===== src/include/ptcm_pkg.sv =====
// Purpose: constants for the telemetry and configuration command slice
// Assumes: byte-wide command codes, two channels selected by a page bit
// Notes: Behaviour list below is the contract of this slice
//
// Behaviour
// - External diode temperature, a paged word, feeds gain compensation.
// - Die temperature is unpaged and affects nothing else.
// - Paged word reports high-side gate duty cycle in percent.
// - One read-only byte gives supported protocol revision.
// - Serial number is an unpaged read-only block, no fixed default.
// - Paged output voltage ceiling, different for channel 0 and 1.
// - User words are read/write, reset zero; one paged, one shared.
// - Erase and stream access refused until unlock byte written.
// - Erase command prepares the user store for bulk programming.
// - Stream word moves one word per transfer, address advancing.
// - Paged channel config byte resets to 0x1f.
// - Shared global config byte resets to 0x09.
// - Paged fault pin propagation word resets to 0x2993, drives pins.
// - Paged modulator settings byte resets to 0xc2.
// - Fault pin pulled low triggers paged action byte, reset 0xc0.
// - Fixed read-only die overheat action byte 0xc0 applied.
// - Per-channel peak output current kept until peaks cleared.
// - Paged extra bus address, reset 0x80, targets its channel.
// - Nonvolatile commands saved on store-all, reloaded on restore-all.
// - Write to unpublished read-only command raises fault status bit 6.

package ptcm_pkg;
  localparam logic [7:0] CMD_VOUT = 8'h8b;
  localparam logic [7:0] CMD_IOUT = 8'h8c;
  localparam logic [7:0] CMD_TEMP_EXT = 8'h8d;
  localparam logic [7:0] CMD_TEMP_DIE = 8'h8e;
  localparam logic [7:0] CMD_DUTY = 8'h94;
  localparam logic [7:0] CMD_POUT = 8'h96;
  localparam logic [7:0] CMD_REV = 8'h98;
  localparam logic [7:0] CMD_MAKER = 8'h99;
  localparam logic [7:0] CMD_PART = 8'h9a;
  localparam logic [7:0] CMD_SERIAL = 8'h9e;
  localparam logic [7:0] CMD_VCEIL = 8'ha5;
  localparam logic [7:0] CMD_OEM0 = 8'hb0;
  localparam logic [7:0] CMD_TOOL = 8'hb1;
  localparam logic [7:0] CMD_OEM2 = 8'hb2;
  localparam logic [7:0] CMD_UPAGED = 8'hb3;
  localparam logic [7:0] CMD_USHARED = 8'hb4;
  localparam logic [7:0] CMD_INFO = 8'hb6;
  localparam logic [7:0] CMD_UNLOCK = 8'hbd;
  localparam logic [7:0] CMD_ERASE = 8'hbe;
  localparam logic [7:0] CMD_STREAM = 8'hbf;
  localparam logic [7:0] CMD_CHCFG = 8'hd0;
  localparam logic [7:0] CMD_GLCFG = 8'hd1;
  localparam logic [7:0] CMD_PROP = 8'hd2;
  localparam logic [7:0] CMD_MOD = 8'hd4;
  localparam logic [7:0] CMD_PINACT = 8'hd5;
  localparam logic [7:0] CMD_OTACT = 8'hd6;
  localparam logic [7:0] CMD_PEAK = 8'hd7;
  localparam logic [7:0] CMD_CHADDR = 8'hd8;

  localparam logic [15:0] RST_USER = 16'h0000;
  localparam logic [7:0] RST_CHCFG = 8'h1f;
  localparam logic [7:0] RST_GLCFG = 8'h09;
  localparam logic [15:0] RST_PROP = 16'h2993;
  localparam logic [7:0] RST_MOD = 8'hc2;
  localparam logic [7:0] RST_PINACT = 8'hc0;
  localparam logic [7:0] OT_ACTION = 8'hc0;
  localparam logic [7:0] RST_CHADDR = 8'h80;

  // Ceilings in 16-bit linear form with exponent -12
  localparam logic [15:0] VCEIL_CH0 = 16'h4189;
  localparam logic [15:0] VCEIL_CH1 = 16'h5800;

  // Arbitrary neutral identity values
  localparam logic [7:0] PROTO_REV = 8'h22;
  localparam logic [7:0] MAKER_CODE = 8'h5a;
  localparam logic [7:0] PART_CODE = 8'h5b;
  localparam logic [15:0] INFO_WORD = 16'h0000;
  localparam logic [7:0] UNLOCK_KEY = 8'h2b;
  localparam logic [7:0] ERASE_KEY = 8'h2c;
  localparam logic [15:0] ERASED_WORD = 16'hffff;

  localparam int NVM_AW = 6;
  localparam int NVM_DEPTH = 64;
  localparam int STAT_BUSY = 0;
  localparam int STAT_LOCKED = 1;
  localparam int FAULT_BIT = 6;

  typedef enum logic [1:0] {
    ST_IDLE = 2'b00,
    ST_ERASE = 2'b01,
    ST_STORE = 2'b10,
    ST_LOAD = 2'b11
  } ptcm_state_t;
endpackage


===== src/hw/ptcm_peak.sv =====
// Purpose: running maximum of one channel's current reading
// Assumes: readings are unsigned magnitudes
// Notes: clear wins over a new sample in the same cycle
`timescale 1ns/100ps
module ptcm_peak (
  input wire logic sys_clk,
  input wire logic sys_rst,
  input wire logic clear,
  input wire logic sample_valid,
  input wire logic [15:0] sample,
  output logic [15:0] peak_r
);
  always_ff @(posedge sys_clk) begin
    if (sys_rst || clear) begin
      peak_r <= 16'h0000;
    end else if (sample_valid && sample > peak_r) begin
      peak_r <= sample;
    end
  end
endmodule


===== src/hw/ptcm_map.sv =====
// Purpose: command map for telemetry, identity, user store and config
// Assumes: a protocol engine delivers decoded command reads and writes
// Notes: two channels; page selects which copy paged commands touch
`timescale 1ns/100ps
module ptcm_map (
  input wire logic sys_clk,
  input wire logic sys_rst,
  input wire logic page,
  input wire logic cmd_wr,
  input wire logic cmd_rd,
  input wire logic [7:0] cmd_code,
  input wire logic [15:0] cmd_wdata,
  input wire logic wr_unpublished_ro,
  output logic [15:0] cmd_rdata,
  output logic cmd_ack,
  output logic cmd_refused,
  output logic comm_fault_r,
  input wire logic comm_fault_clear,
  input wire logic [15:0] vout_ch0,
  input wire logic [15:0] vout_ch1,
  input wire logic [15:0] iout_ch0,
  input wire logic [15:0] iout_ch1,
  input wire logic iout_valid,
  input wire logic [15:0] temp_ext_ch0,
  input wire logic [15:0] temp_ext_ch1,
  input wire logic [15:0] temp_die,
  input wire logic [15:0] duty_ch0,
  input wire logic [15:0] duty_ch1,
  input wire logic [15:0] pout_ch0,
  input wire logic [15:0] pout_ch1,
  input wire logic [7:0] serial_byte,
  input wire logic peak_clear_request,
  input wire logic store_all,
  input wire logic restore_all,
  output logic nvm_busy,
  output logic [15:0] sense_temp_ch0,
  output logic [15:0] sense_temp_ch1,
  input wire logic [1:0] fault_pin_in,
  input wire logic [15:0] fault_src_ch0,
  input wire logic [15:0] fault_src_ch1,
  output logic [1:0] fault_pin_out,
  output logic [1:0] fault_pin_oe_n,
  output logic [7:0] pin_action_ch0,
  output logic [7:0] pin_action_ch1,
  output logic [1:0] pin_action_trig,
  output logic [7:0] ot_action,
  output logic [7:0] chcfg_ch0,
  output logic [7:0] chcfg_ch1,
  output logic [7:0] glcfg,
  output logic [7:0] mod_ch0,
  output logic [7:0] mod_ch1,
  output logic [6:0] chaddr_ch0,
  output logic [6:0] chaddr_ch1,
  output logic [1:0] chaddr_en
);

  // ----------------------------------------
  // Writable command storage
  // ----------------------------------------
  logic [15:0] upaged_r [2];
  logic [15:0] ushared_r;
  logic [15:0] oem0_r;
  logic [15:0] oem2_r;
  logic [15:0] tool_r [2];
  logic [7:0] chcfg_r [2];
  logic [7:0] glcfg_r;
  logic [15:0] prop_r [2];
  logic [7:0] mod_r [2];
  logic [7:0] pinact_r [2];
  logic [7:0] chaddr_r [2];
  logic unlocked_r;
  ptcm_pkg::ptcm_state_t state_r;
  logic [ptcm_pkg::NVM_AW-1:0] ptr_r;
  logic [15:0] nvm_r [ptcm_pkg::NVM_DEPTH];

  // Saved image of every nonvolatile command
  localparam int IMG_N = 16;
  logic [15:0] img_r [IMG_N];
  logic [15:0] live [IMG_N];
  logic [3:0] img_idx_r;

  logic pi;
  logic wr;
  logic idle;
  logic nvm_cmd;
  assign pi = page;
  assign idle = (state_r == ptcm_pkg::ST_IDLE);
  assign nvm_cmd = (cmd_code == ptcm_pkg::CMD_ERASE) ||
                   (cmd_code == ptcm_pkg::CMD_STREAM);
  assign wr = cmd_wr && idle;

  // Stream refused before unlock or while a long job runs
  assign cmd_refused = (cmd_wr || cmd_rd) &&
                       ((nvm_cmd && !unlocked_r) || !idle);
  assign cmd_ack = (cmd_wr || cmd_rd) && !cmd_refused;
  assign nvm_busy = !idle;

  // ----------------------------------------
  // Host writes to read/write commands
  // ----------------------------------------
  // Read-only codes have no case here, so writes leave them intact
  always_ff @(posedge sys_clk) begin
    if (sys_rst) begin
      for (int c = 0; c < 2; c++) begin
        upaged_r[c] <= ptcm_pkg::RST_USER;
        tool_r[c] <= ptcm_pkg::RST_USER;
        chcfg_r[c] <= ptcm_pkg::RST_CHCFG;
        prop_r[c] <= ptcm_pkg::RST_PROP;
        mod_r[c] <= ptcm_pkg::RST_MOD;
        pinact_r[c] <= ptcm_pkg::RST_PINACT;
        chaddr_r[c] <= ptcm_pkg::RST_CHADDR;
      end
      ushared_r <= ptcm_pkg::RST_USER;
      oem0_r <= ptcm_pkg::RST_USER;
      oem2_r <= ptcm_pkg::RST_USER;
      glcfg_r <= ptcm_pkg::RST_GLCFG;
    end else if (state_r == ptcm_pkg::ST_LOAD) begin
      case (img_idx_r)
        4'h0: upaged_r[0] <= img_r[0];
        4'h1: upaged_r[1] <= img_r[1];
        4'h2: ushared_r <= img_r[2];
        4'h3: oem0_r <= img_r[3];
        4'h4: oem2_r <= img_r[4];
        4'h5: tool_r[0] <= img_r[5];
        4'h6: tool_r[1] <= img_r[6];
        4'h7: {chcfg_r[1], chcfg_r[0]} <= img_r[7];
        4'h8: {mod_r[1], mod_r[0]} <= img_r[8];
        4'h9: prop_r[0] <= img_r[9];
        4'ha: prop_r[1] <= img_r[10];
        4'hb: {pinact_r[1], pinact_r[0]} <= img_r[11];
        4'hc: {chaddr_r[1], chaddr_r[0]} <= img_r[12];
        4'hd: glcfg_r <= img_r[13][7:0];
        default: ;
      endcase
    end else if (wr) begin
      case (cmd_code)
        ptcm_pkg::CMD_UPAGED: upaged_r[pi] <= cmd_wdata;
        ptcm_pkg::CMD_USHARED: ushared_r <= cmd_wdata;
        ptcm_pkg::CMD_OEM0: oem0_r <= cmd_wdata;
        ptcm_pkg::CMD_OEM2: oem2_r <= cmd_wdata;
        ptcm_pkg::CMD_TOOL: tool_r[pi] <= cmd_wdata;
        ptcm_pkg::CMD_CHCFG: chcfg_r[pi] <= cmd_wdata[7:0];
        ptcm_pkg::CMD_GLCFG: glcfg_r <= cmd_wdata[7:0];
        ptcm_pkg::CMD_PROP: prop_r[pi] <= cmd_wdata;
        ptcm_pkg::CMD_MOD: mod_r[pi] <= cmd_wdata[7:0];
        ptcm_pkg::CMD_PINACT: pinact_r[pi] <= cmd_wdata[7:0];
        ptcm_pkg::CMD_CHADDR: chaddr_r[pi] <= cmd_wdata[7:0];
        default: ;
      endcase
    end
  end

  // ----------------------------------------
  // Store image and user store sequencing
  // ----------------------------------------
  always_comb begin
    live[0] = upaged_r[0];
    live[1] = upaged_r[1];
    live[2] = ushared_r;
    live[3] = oem0_r;
    live[4] = oem2_r;
    live[5] = tool_r[0];
    live[6] = tool_r[1];
    live[7] = {chcfg_r[1], chcfg_r[0]};
    live[8] = {mod_r[1], mod_r[0]};
    live[9] = prop_r[0];
    live[10] = prop_r[1];
    live[11] = {pinact_r[1], pinact_r[0]};
    live[12] = {chaddr_r[1], chaddr_r[0]};
    live[13] = {8'h00, glcfg_r};
    live[14] = 16'h0000;
    live[15] = 16'h0000;
  end

  // Image starts at power-on values so restore before store is safe
  always_ff @(posedge sys_clk) begin
    if (sys_rst) begin
      for (int i = 0; i < IMG_N; i++) begin
        img_r[i] <= 16'h0000;
      end
      img_r[7] <= {ptcm_pkg::RST_CHCFG, ptcm_pkg::RST_CHCFG};
      img_r[8] <= {ptcm_pkg::RST_MOD, ptcm_pkg::RST_MOD};
      img_r[9] <= ptcm_pkg::RST_PROP;
      img_r[10] <= ptcm_pkg::RST_PROP;
      img_r[11] <= {ptcm_pkg::RST_PINACT, ptcm_pkg::RST_PINACT};
      img_r[12] <= {ptcm_pkg::RST_CHADDR, ptcm_pkg::RST_CHADDR};
      img_r[13] <= {8'h00, ptcm_pkg::RST_GLCFG};
    end else if (state_r == ptcm_pkg::ST_STORE) begin
      img_r[img_idx_r] <= live[img_idx_r];
    end
  end

  // One word per cycle; long jobs refuse other traffic
  always_ff @(posedge sys_clk) begin
    if (sys_rst) begin
      state_r <= ptcm_pkg::ST_IDLE;
      img_idx_r <= 4'h0;
    end else begin
      case (state_r)
        ptcm_pkg::ST_IDLE: begin
          img_idx_r <= 4'h0;
          if (store_all) begin
            state_r <= ptcm_pkg::ST_STORE;
          end else if (restore_all) begin
            state_r <= ptcm_pkg::ST_LOAD;
          end else if (wr && unlocked_r &&
                       cmd_code == ptcm_pkg::CMD_ERASE &&
                       cmd_wdata[7:0] == ptcm_pkg::ERASE_KEY) begin
            state_r <= ptcm_pkg::ST_ERASE;
          end
        end
        ptcm_pkg::ST_ERASE: begin
          img_idx_r <= 4'h0;
          if (ptr_r == ptcm_pkg::NVM_AW'(ptcm_pkg::NVM_DEPTH - 1)) begin
            state_r <= ptcm_pkg::ST_IDLE;
          end
        end
        ptcm_pkg::ST_STORE, ptcm_pkg::ST_LOAD: begin
          img_idx_r <= img_idx_r + 4'h1;
          if (img_idx_r == 4'hf) begin
            state_r <= ptcm_pkg::ST_IDLE;
          end
        end
        default: state_r <= ptcm_pkg::ST_IDLE;
      endcase
    end
  end

  // Unlock is dropped only by reset or a wrong key
  always_ff @(posedge sys_clk) begin
    if (sys_rst) begin
      unlocked_r <= 1'b0;
    end else if (wr && cmd_code == ptcm_pkg::CMD_UNLOCK) begin
      unlocked_r <= (cmd_wdata[7:0] == ptcm_pkg::UNLOCK_KEY);
    end
  end

  // Stream pointer advances per word transfer
  always_ff @(posedge sys_clk) begin
    if (sys_rst) begin
      ptr_r <= '0;
    end else if (state_r == ptcm_pkg::ST_ERASE) begin
      nvm_r[ptr_r] <= ptcm_pkg::ERASED_WORD;
      ptr_r <= ptr_r + 1'b1;
    end else if (cmd_ack && cmd_code == ptcm_pkg::CMD_STREAM) begin
      if (cmd_wr) begin
        nvm_r[ptr_r] <= cmd_wdata;
      end
      ptr_r <= ptr_r + 1'b1;
    end else if ((cmd_ack && cmd_code == ptcm_pkg::CMD_UNLOCK) ||
                 (cmd_wr && cmd_code == ptcm_pkg::CMD_ERASE)) begin
      ptr_r <= '0; // Erase must sweep from the first word
    end
  end

  // ----------------------------------------
  // Communication fault flag
  // ----------------------------------------
  always_ff @(posedge sys_clk) begin
    if (sys_rst) begin
      comm_fault_r <= 1'b0;
    end else if (wr_unpublished_ro) begin
      comm_fault_r <= 1'b1;
    end else if (comm_fault_clear) begin
      comm_fault_r <= 1'b0;
    end
  end

  // ----------------------------------------
  // Peak current trackers
  // ----------------------------------------
  logic [15:0] peak0;
  logic [15:0] peak1;
  ptcm_peak u_peak0 (
    .sys_clk(sys_clk),
    .sys_rst(sys_rst),
    .clear(peak_clear_request),
    .sample_valid(iout_valid),
    .sample(iout_ch0),
    .peak_r(peak0)
  );
  ptcm_peak u_peak1 (
    .sys_clk(sys_clk),
    .sys_rst(sys_rst),
    .clear(peak_clear_request),
    .sample_valid(iout_valid),
    .sample(iout_ch1),
    .peak_r(peak1)
  );

  // ----------------------------------------
  // Read data
  // ----------------------------------------
  logic [15:0] rd_nxt;
  always_comb begin
    rd_nxt = 16'h0000;
    case (cmd_code)
      ptcm_pkg::CMD_VOUT: rd_nxt = pi ? vout_ch1 : vout_ch0;
      ptcm_pkg::CMD_IOUT: rd_nxt = pi ? iout_ch1 : iout_ch0;
      ptcm_pkg::CMD_TEMP_EXT:
        rd_nxt = pi ? temp_ext_ch1 : temp_ext_ch0;
      ptcm_pkg::CMD_TEMP_DIE: rd_nxt = temp_die;
      ptcm_pkg::CMD_DUTY: rd_nxt = pi ? duty_ch1 : duty_ch0;
      ptcm_pkg::CMD_POUT: rd_nxt = pi ? pout_ch1 : pout_ch0;
      ptcm_pkg::CMD_REV: rd_nxt = {8'h00, ptcm_pkg::PROTO_REV};
      ptcm_pkg::CMD_MAKER: rd_nxt = {8'h00, ptcm_pkg::MAKER_CODE};
      ptcm_pkg::CMD_PART: rd_nxt = {8'h00, ptcm_pkg::PART_CODE};
      ptcm_pkg::CMD_SERIAL: rd_nxt = {8'h00, serial_byte};
      ptcm_pkg::CMD_VCEIL:
        rd_nxt = pi ? ptcm_pkg::VCEIL_CH1 : ptcm_pkg::VCEIL_CH0;
      ptcm_pkg::CMD_OEM0: rd_nxt = oem0_r;
      ptcm_pkg::CMD_TOOL: rd_nxt = tool_r[pi];
      ptcm_pkg::CMD_OEM2: rd_nxt = oem2_r;
      ptcm_pkg::CMD_UPAGED: rd_nxt = upaged_r[pi];
      ptcm_pkg::CMD_USHARED: rd_nxt = ushared_r;
      ptcm_pkg::CMD_INFO: rd_nxt = ptcm_pkg::INFO_WORD;
      ptcm_pkg::CMD_UNLOCK: rd_nxt = {14'h0000, !idle, unlocked_r};
      ptcm_pkg::CMD_ERASE: rd_nxt = {15'h0000, !idle};
      ptcm_pkg::CMD_STREAM: rd_nxt = nvm_r[ptr_r];
      ptcm_pkg::CMD_CHCFG: rd_nxt = {8'h00, chcfg_r[pi]};
      ptcm_pkg::CMD_GLCFG: rd_nxt = {8'h00, glcfg_r};
      ptcm_pkg::CMD_PROP: rd_nxt = prop_r[pi];
      ptcm_pkg::CMD_MOD: rd_nxt = {8'h00, mod_r[pi]};
      ptcm_pkg::CMD_PINACT: rd_nxt = {8'h00, pinact_r[pi]};
      ptcm_pkg::CMD_OTACT: rd_nxt = {8'h00, ptcm_pkg::OT_ACTION};
      ptcm_pkg::CMD_PEAK: rd_nxt = pi ? peak1 : peak0;
      ptcm_pkg::CMD_CHADDR: rd_nxt = {8'h00, chaddr_r[pi]};
      default: rd_nxt = 16'h0000;
    endcase
  end

  always_ff @(posedge sys_clk) begin
    if (sys_rst) begin
      cmd_rdata <= 16'h0000;
    end else if (cmd_rd && !cmd_refused) begin
      cmd_rdata <= rd_nxt;
    end
  end

  // ----------------------------------------
  // Fault pins: synchronised input, masked propagation
  // ----------------------------------------
  logic [1:0] pin_s1_r;
  logic [1:0] pin_s2_r;
  logic [1:0] pin_prev_r;
  always_ff @(posedge sys_clk) begin
    if (sys_rst) begin
      pin_s1_r <= 2'b11;
      pin_s2_r <= 2'b11;
      pin_prev_r <= 2'b11;
    end else begin
      pin_s1_r <= fault_pin_in;
      pin_s2_r <= pin_s1_r;
      pin_prev_r <= pin_s2_r;
    end
  end

  // Falling edge of the pin while not driving it ourselves
  assign pin_action_trig = pin_prev_r & ~pin_s2_r &
                           fault_pin_oe_n;
  assign pin_action_ch0 = pinact_r[0];
  assign pin_action_ch1 = pinact_r[1];
  assign ot_action = ptcm_pkg::OT_ACTION;

  // Open drain: pin driven low when any selected fault is present
  always_ff @(posedge sys_clk) begin
    if (sys_rst) begin
      fault_pin_oe_n <= 2'b11;
    end else begin
      fault_pin_oe_n[0] <= ~|(prop_r[0] & fault_src_ch0);
      fault_pin_oe_n[1] <= ~|(prop_r[1] & fault_src_ch1);
    end
  end
  assign fault_pin_out = 2'b00;

  // ----------------------------------------
  // Configuration outputs
  // ----------------------------------------
  // Only the diode reading reaches processing; die reading stays isolated
  assign sense_temp_ch0 = temp_ext_ch0;
  assign sense_temp_ch1 = temp_ext_ch1;
  assign chcfg_ch0 = chcfg_r[0];
  assign chcfg_ch1 = chcfg_r[1];
  assign glcfg = glcfg_r;
  assign mod_ch0 = mod_r[0];
  assign mod_ch1 = mod_r[1];
  assign chaddr_ch0 = chaddr_r[0][6:0];
  assign chaddr_ch1 = chaddr_r[1][6:0];
  assign chaddr_en = {~chaddr_r[1][7], ~chaddr_r[0][7]};
endmodule


===== config.mk =====
export PLATFORM = sky130hd
export DESIGN_NAME = ptcm_map
export DESIGN_NICKNAME = d
export VERILOG_FILES = /design/src/include/ptcm_pkg.sv /design/src/hw/ptcm_peak.sv /design/src/hw/ptcm_map.sv
export SDC_FILE = /design/constraint.sdc
export NUM_CORES = 2
export LEC_CHECK = 0
export ABC_CLOCK_PERIOD_IN_PS = 4760
export BUFFER_PORTS_ARGS = -buffer_cell sky130_fd_sc_hd__buf_2
export CORE_MARGIN = 3
export CORE_UTILIZATION = 50
export DETAILED_ROUTE_END_ITERATION = 6
export GPL_TIMING_DRIVEN = 0
export HOLD_SLACK_MARGIN = 0.03
export PLACE_DENSITY = 0.67
export SLEW_MARGIN = 20
export SYNTH_ARGS = -nofsm -noshare
export SYNTH_HDL_FRONTEND = slang
export SYNTH_HIERARCHICAL = 1
export SYNTH_SLANG_ARGS = --single-unit

===== constraint.sdc =====
create_clock -name sys_clk -period 4.76 [get_ports sys_clk]
set_input_delay 0.952 -clock sys_clk [delete_from_list [all_inputs] [get_ports sys_clk]]
set_output_delay 0.952 -clock sys_clk [all_outputs]
set_load 0.01 [all_outputs]

---- Yosys cells after proc, flatten, opt, wreduce, memory -nomap -nowiden ----
Memories as Yosys holds them, arrays and structs flattened. A register that Yosys moved wholly into a read port is not among the register bits.
Index checks and enable logic that the tools add are counted.
storage, ports and cells
  register bits after elaboration ......... 190
  output and inout port bits .............. 138
  memories ................................ 5
  RAM bits ................................ 1376
cells by class
  add/subtract/negate cells ............... 2
  eq/ne operators ......................... 58
  bitwise logic cells ..................... 23
  reduce and logical (&&, ||, !) cells .... 55
  magnitude comparators ................... 5
  mux-type cells .......................... 153
memories
  name      words  width  read ports  clocked after Yosys merged registers in  wr ports  line            RTL
  nvm_r     64     16     1           1                                        1         ptcm_map.sv:74  logic [15:0] nvm_r [ptcm_pkg::NVM_DEPTH];
  img_r     16     16     14          0                                        16        ptcm_map.sv:78  logic [15:0] img_r [IMG_N];
  prop_r    2      16     3           0                                        2         ptcm_map.sv:67  logic [15:0] prop_r [2];
  tool_r    2      16     3           0                                        2         ptcm_map.sv:64  logic [15:0] tool_r [2];
  upaged_r  2      16     3           0                                        2         ptcm_map.sv:60  logic [15:0] upaged_r [2];
operators with widths
  kind                                                             count
  16-bit 2-to-1 mux                                                54
  16-bit case mux with 27 select lines                             1
  8-bit == test, second input constant                             27
  8-bit 2-to-1 mux                                                 17
  16-bit OR reduction                                              6
  16-bit binary-select mux with 4-bit select                       1
  16-bit bitwise mux                                               4
  1-bit 2-to-1 mux                                                 61
  16-bit AND                                                       2
  16-bit greater-than comparator                                   2
  6-bit 2-to-1 mux                                                 5
  4-bit == test, second input constant                             7
  3-bit AND reduction                                              9
  2-bit nonzero test                                               10
  4-bit by 3-bit == test with 1-bit output, second input constant  4
  8-bit by 6-bit == test with 1-bit output, second input constant  2
  2-bit by 1-bit != test with 1-bit output, second input constant  8
  1-bit logical AND                                                15
  1-bit OR                                                         14
  13-bit 2-to-1 mux                                                1
  2-bit 2-to-1 mux                                                 5
  8-bit demux with 1-bit select                                    1
  4-bit by 2-bit == test with 1-bit output, second input constant  2
  4-bit case mux with 2 select lines                               1
  other kinds (24)                                                 37

---- Logic depth before layout (Yosys ltp) ----
  depth in word-level cells ............... 14
  depth in mapped cells ................... 12
  mapped depth without buffers ............ 7

---- Cells and area by module ----
The synthesis kept the hierarchy.
modules (own cells, without submodules)
  module     area an instance (um^2)  instances  cells each
  ptcm_map   65011.1                  1          4051
  ptcm_peak  1069.8                   2          126

---- Worst setup path before layout ----
Ideal clock, no wire load.
  kind .................................... input port to flip-flop
  start ................................... in cmd_wr
  end ..................................... mem nvm_r[16][0], enable pin
  cell stages on the path ................. 6
  data arrival time ....................... 3282 ps
  library setup time ...................... 409 ps
  setup slack ............................. 1069 ps
  path through ............................ or3b_2 nor2_1 a31oi_1 nor2_1 nand2_1 nor3_1
on the way
  longest elaborated chain between the ends .. 10
  elaborated cells on any way between the ends .. 11
ends and longest elaborated chain
  element                                   line                            RTL
  start: declaration                        ptcm_map.sv:9                   input wire logic cmd_wr,
  1-bit logical OR                          ptcm_map.sv:93, ptcm_map.sv:95
  1-bit logical AND                         ptcm_map.sv:93                  assign cmd_refused = (cmd_wr || cmd_rd) &&
  1-bit logical NOT                         ptcm_map.sv:95                  assign cmd_ack = (cmd_wr || cmd_rd) && !cmd_refused;
  1-bit logical AND                         ptcm_map.sv:95
  1-bit logical AND                         ptcm_map.sv:245                 end else if (cmd_ack && cmd_code == ptcm_pkg::CMD_STREAM) begin
  1-bit 2-to-1 mux *                        ptcm_map.sv:245
  1-bit 2-to-1 mux *                        ptcm_map.sv:242                 end else if (state_r == ptcm_pkg::ST_ERASE) begin
  1-bit 2-to-1 mux *                        ptcm_map.sv:240                 if (sys_rst) begin
  1-bit 2-to-1 mux (not written as such) *  ptcm_map.sv:247                 nvm_r[ptr_r] <= cmd_wdata;
  1-bit OR (no source line) *               --
  end: declaration                          ptcm_map.sv:74
Every way passes the cells marked *; elsewhere a longest branch is shown, timed or not.

==> reports/qor.txt <==
status: finished, violations left
violated checks: design-rule violations, negative setup slack
Root Buffer: clkbuf_16
CTS clk-pin slew, worst paths: 0.06 ns
power after layout: 29300 µW
Max Clk Rate: 0.207 GHz
CTS sink count: 1532
CTS tree: built
fraction of registers with async set/reset: 0
Setup TNS: -0.837 ns
RePlAce Congestion: 1.06
Crit. End Element: flip-flop
H-tree Lvls: 4
final hold viol count: 0
Final Cycle Share: 1.01
Post-CTS Hold Buffers: 0
grt met1 use: 0.629
share of cells above drive strength 1: 0.299
post-route design area: 0.0778 mm²
Top Ports: 391
max-slew violation count: 0
top_reg_cell synth: edfxtp_1
Setup WS post-layout: -0.0630 ns
Buffers on Ports: 376
kind of cell adding the most delay to the critical path: buffers and inverters
global-route wire length before repair: 401 mm
CTS max path bufs: 3
CTS Buf Count: 157
Crit Path Max Fanout: 19
setup bufs post-CTS: 0
EDFF count, synth: 1336
Layout Skew: 0.0529 ns
GRT overflow: 0
Max VDD drop: 340 µV
GR met3 Demand/Resource: 0.198
minimum hold slack: 0.329 ns
Leak Pwr: 0.0286 µW
worst min path class: in2reg
Initial Util: 0.507
Post-DRT Antenna Nets: 0
commonest non-fill, non-tap cells in the layout: 1336 x edfxtp_1, 487 x buf_2, 384 x nor2_1, 316 x mux4_2, 222 x nand2_1
Slew HR: 0.125
slowest CP cell: nor2_1
die width: 372 µm
Worst-Skew Late Latency: 0.84 ns
PD cells: 377 mW/mm²
Initial DRC Count: 8606
Crit Path Category: in2reg
Vias/cell: 7.01
commonest non-fill, non-tap cell in the layout: edfxtp_1
detailed-route wire length per cell: 45.4 µm
pin count of the biggest net entering global routing: 65
area growth from synthesis to layout: 15.9%
Mapped Area: 0.0672 mm²
FF+latch count, synth: 1532
Yosys cell types: 98
core area: 0.132 mm²
Multi-input gate area: 0.0210 mm²
ranking of synthesized cells by area: edfxtp_1 60%, mux4_2 11%, dfxtp_1 5.8%, nor2_1 2.5%, mux2i_1 2.5%
leading area contributor after synthesis: edfxtp_1
crit path launch type: primary input
number of detailed-route iterations in the first pass: 7
Yosys top cell area share: 0.597
FP Rows: 133
met2 global-route usage: 0.588
nets: 5180
cell mode on critical path: buf_2
routed vias: 47665
Post-Route WL: 309 mm
GRT Total Usage: 0.442
final non-filler cell total: 6797
min Tclk post-route: 4.82 ns
crit path buf inv count: 4
DP HPWL: 228 mm
yosys warns: 6
Die H: 372 µm
Fill cells: 10293
CP max stage delay: 0.92 ns
Die Area: 0.139 mm²
Avg Cell Area, Syn: 15.6 µm²
initial antenna violation count: 52
placed cell count: 6483
RSZ-0062 raised after global routing: no
Crit path required time: 5.20 ns
post-placement cell area: 0.0725 mm²
worst path cell trace: buf_2 > buf_2 > buf_2 > buf_2 > nand2_1 > nor2_1 > a211o_1
FF+latch area: 0.0440 mm²
busiest metal layer after global routing: met1
Post-Syn Instances: 4303
Max Cap Violations: 0
Data arrival, critical path: 5.27 ns
Least-Margin Pin Slew: 1.31 ns
Setup Viol. Count Final: 16
vias in the first global route: 43176
register area share after synthesis: 0.656
drc violations: 7
==> cell families (layout without fill, tap and decap cells) <==
| family | Yosys count | count (layout) | share of synthesized area |
|---|---|---|---|
| buffers and inverters | 467 | 1176 | 0.0407 |
| muxes | 576 | 576 | 0.150 |
| AOI/OAI and AO/OA | 694 | 694 | 0.0778 |
| and+or+nand+nor | 993 | 993 | 0.0686 |
| DFF | 1532 | 1532 | 0.656 |
| other | 2 | 32 | 0.000112 |
| xor gates and xnor gates | 2 | 2 | 0.000261 |
| adders and majority gates | 37 | 37 | 0.00689 |
==> cell usage after synthesis (6+ instances only) <==
cell type  number
edfxtp_1     1336
buf_6          23
a31oi_1         9
a211oi_2       10
mux4_1         15
o211ai_1        8
and2_1         29
nor4_1         10
mux2_2         79
o22ai_1        14
o22a_1         14
dfxtp_1       196
or2_2          10
nand3_1        45
nor2_1        446
nand4b_1        6
ha_1           37
a211oi_1      124
clkbuf_1      113
and3_1         27
nor2_2          8
nor2b_1        25
mux4_2        316
nand4_1        23
buf_1          22
a21o_1          7
o21ai_0        52
nor3_1         62
clkbuf_8        9
o21ai_1         6
a222oi_1       11
a2111oi_0      15
a22oi_1        86
nand2b_1       27
a221oi_1       60
nand2_1       228
inv_1          59
a311oi_1        9
mux2i_1       166
a22o_1         98
a21oi_1       117
buf_2         103
buf_4         131
==> what timing repair did <==
action,4_1_cts,5_1_grt
resized for setup,3,9
pin swaps,0,0
setup endpoints to repair,82,158
==> path summary, 6_finish.rpt <==
check / slack [ns] / cells after the start / endpoint / startpoint
setup / recovery: -0.06 / 7 / tool_r[1][4] / page
hold / removal: 0.33 / 2 / pin_s1_r[0] / fault_pin_in[0]
setup reg to reg: 0.06 / 12 / prop_r[1][6] / img_idx_r[0]
hold reg to reg: 0.41 / 1 / pin_s2_r[0] / pin_s1_r[0]
==> layer usage <==
metal	up-vias	wire, µm
met4	18	14800
met2	4244	124000
met1	24625	120000
met5	-	476
li1	18152	-
met3	626	49400
==> per-stage QoR <==
step	utilization	setup WS [ns]
3_5_place_dp	0.547	-0.875
2_1_floorplan	-	1.07
6_report	0.588	-0.0630
5_1_grt	0.587	0.00366
4_1_cts	0.587	0.0238
3_3_place_gp	0.538	-1.51
==> state kept, by name, indices dropped and copies added (netlist names), 8 cells and up, named ones only <==
register / cells
u_peak1/peak_r: 16
chcfg_ch0: 8
prop_r: 32
pin_action_ch0: 8
upaged_r: 32
mod_ch0: 8
nvm_r: 1024
glcfg: 8
chcfg_ch1: 8
tool_r: 32
ushared_r: 16
oem0_r: 16
mod_ch1: 8
oem2_r: 16
pin_action_ch1: 8
img_r: 216
cmd_rdata: 16
u_peak0/peak_r: 16
==> where the power goes <==
part	switching, µW	total [µW]	internal (µW)	leakage (µW)
Sequential	113	14700	14500	0.0167
Clock	5580	12600	7030	0.00251
Combinational	1460	2070	607	0.00940
==> worst reg2reg max path, delay by kind of cell (launching register included) <==
kind / cells / cell delay (ns)
adder cells (fa/ha/maj): 1 / 0.22
buffers and inverters: 8 / 2.71
flip-flops: 1 / 0.39
AO/OA/AOI/OAI: 2 / 1.01
AND/OR/NAND/NOR: 1 / 0.10
==> final cells by class <==
class,count,share of cell area
flip-flops and latches,1532,0.566
multi-input cells,2312,0.270
clock buffers,192,0.0531
repair buffers,421,0.0330
plain buffers,407,0.0325
well taps,1755,0.0282
clock inverters,97,0.0138
inverters,59,0.00285
diodes,22,0.000707
Power figures use the tool's default switching activity.
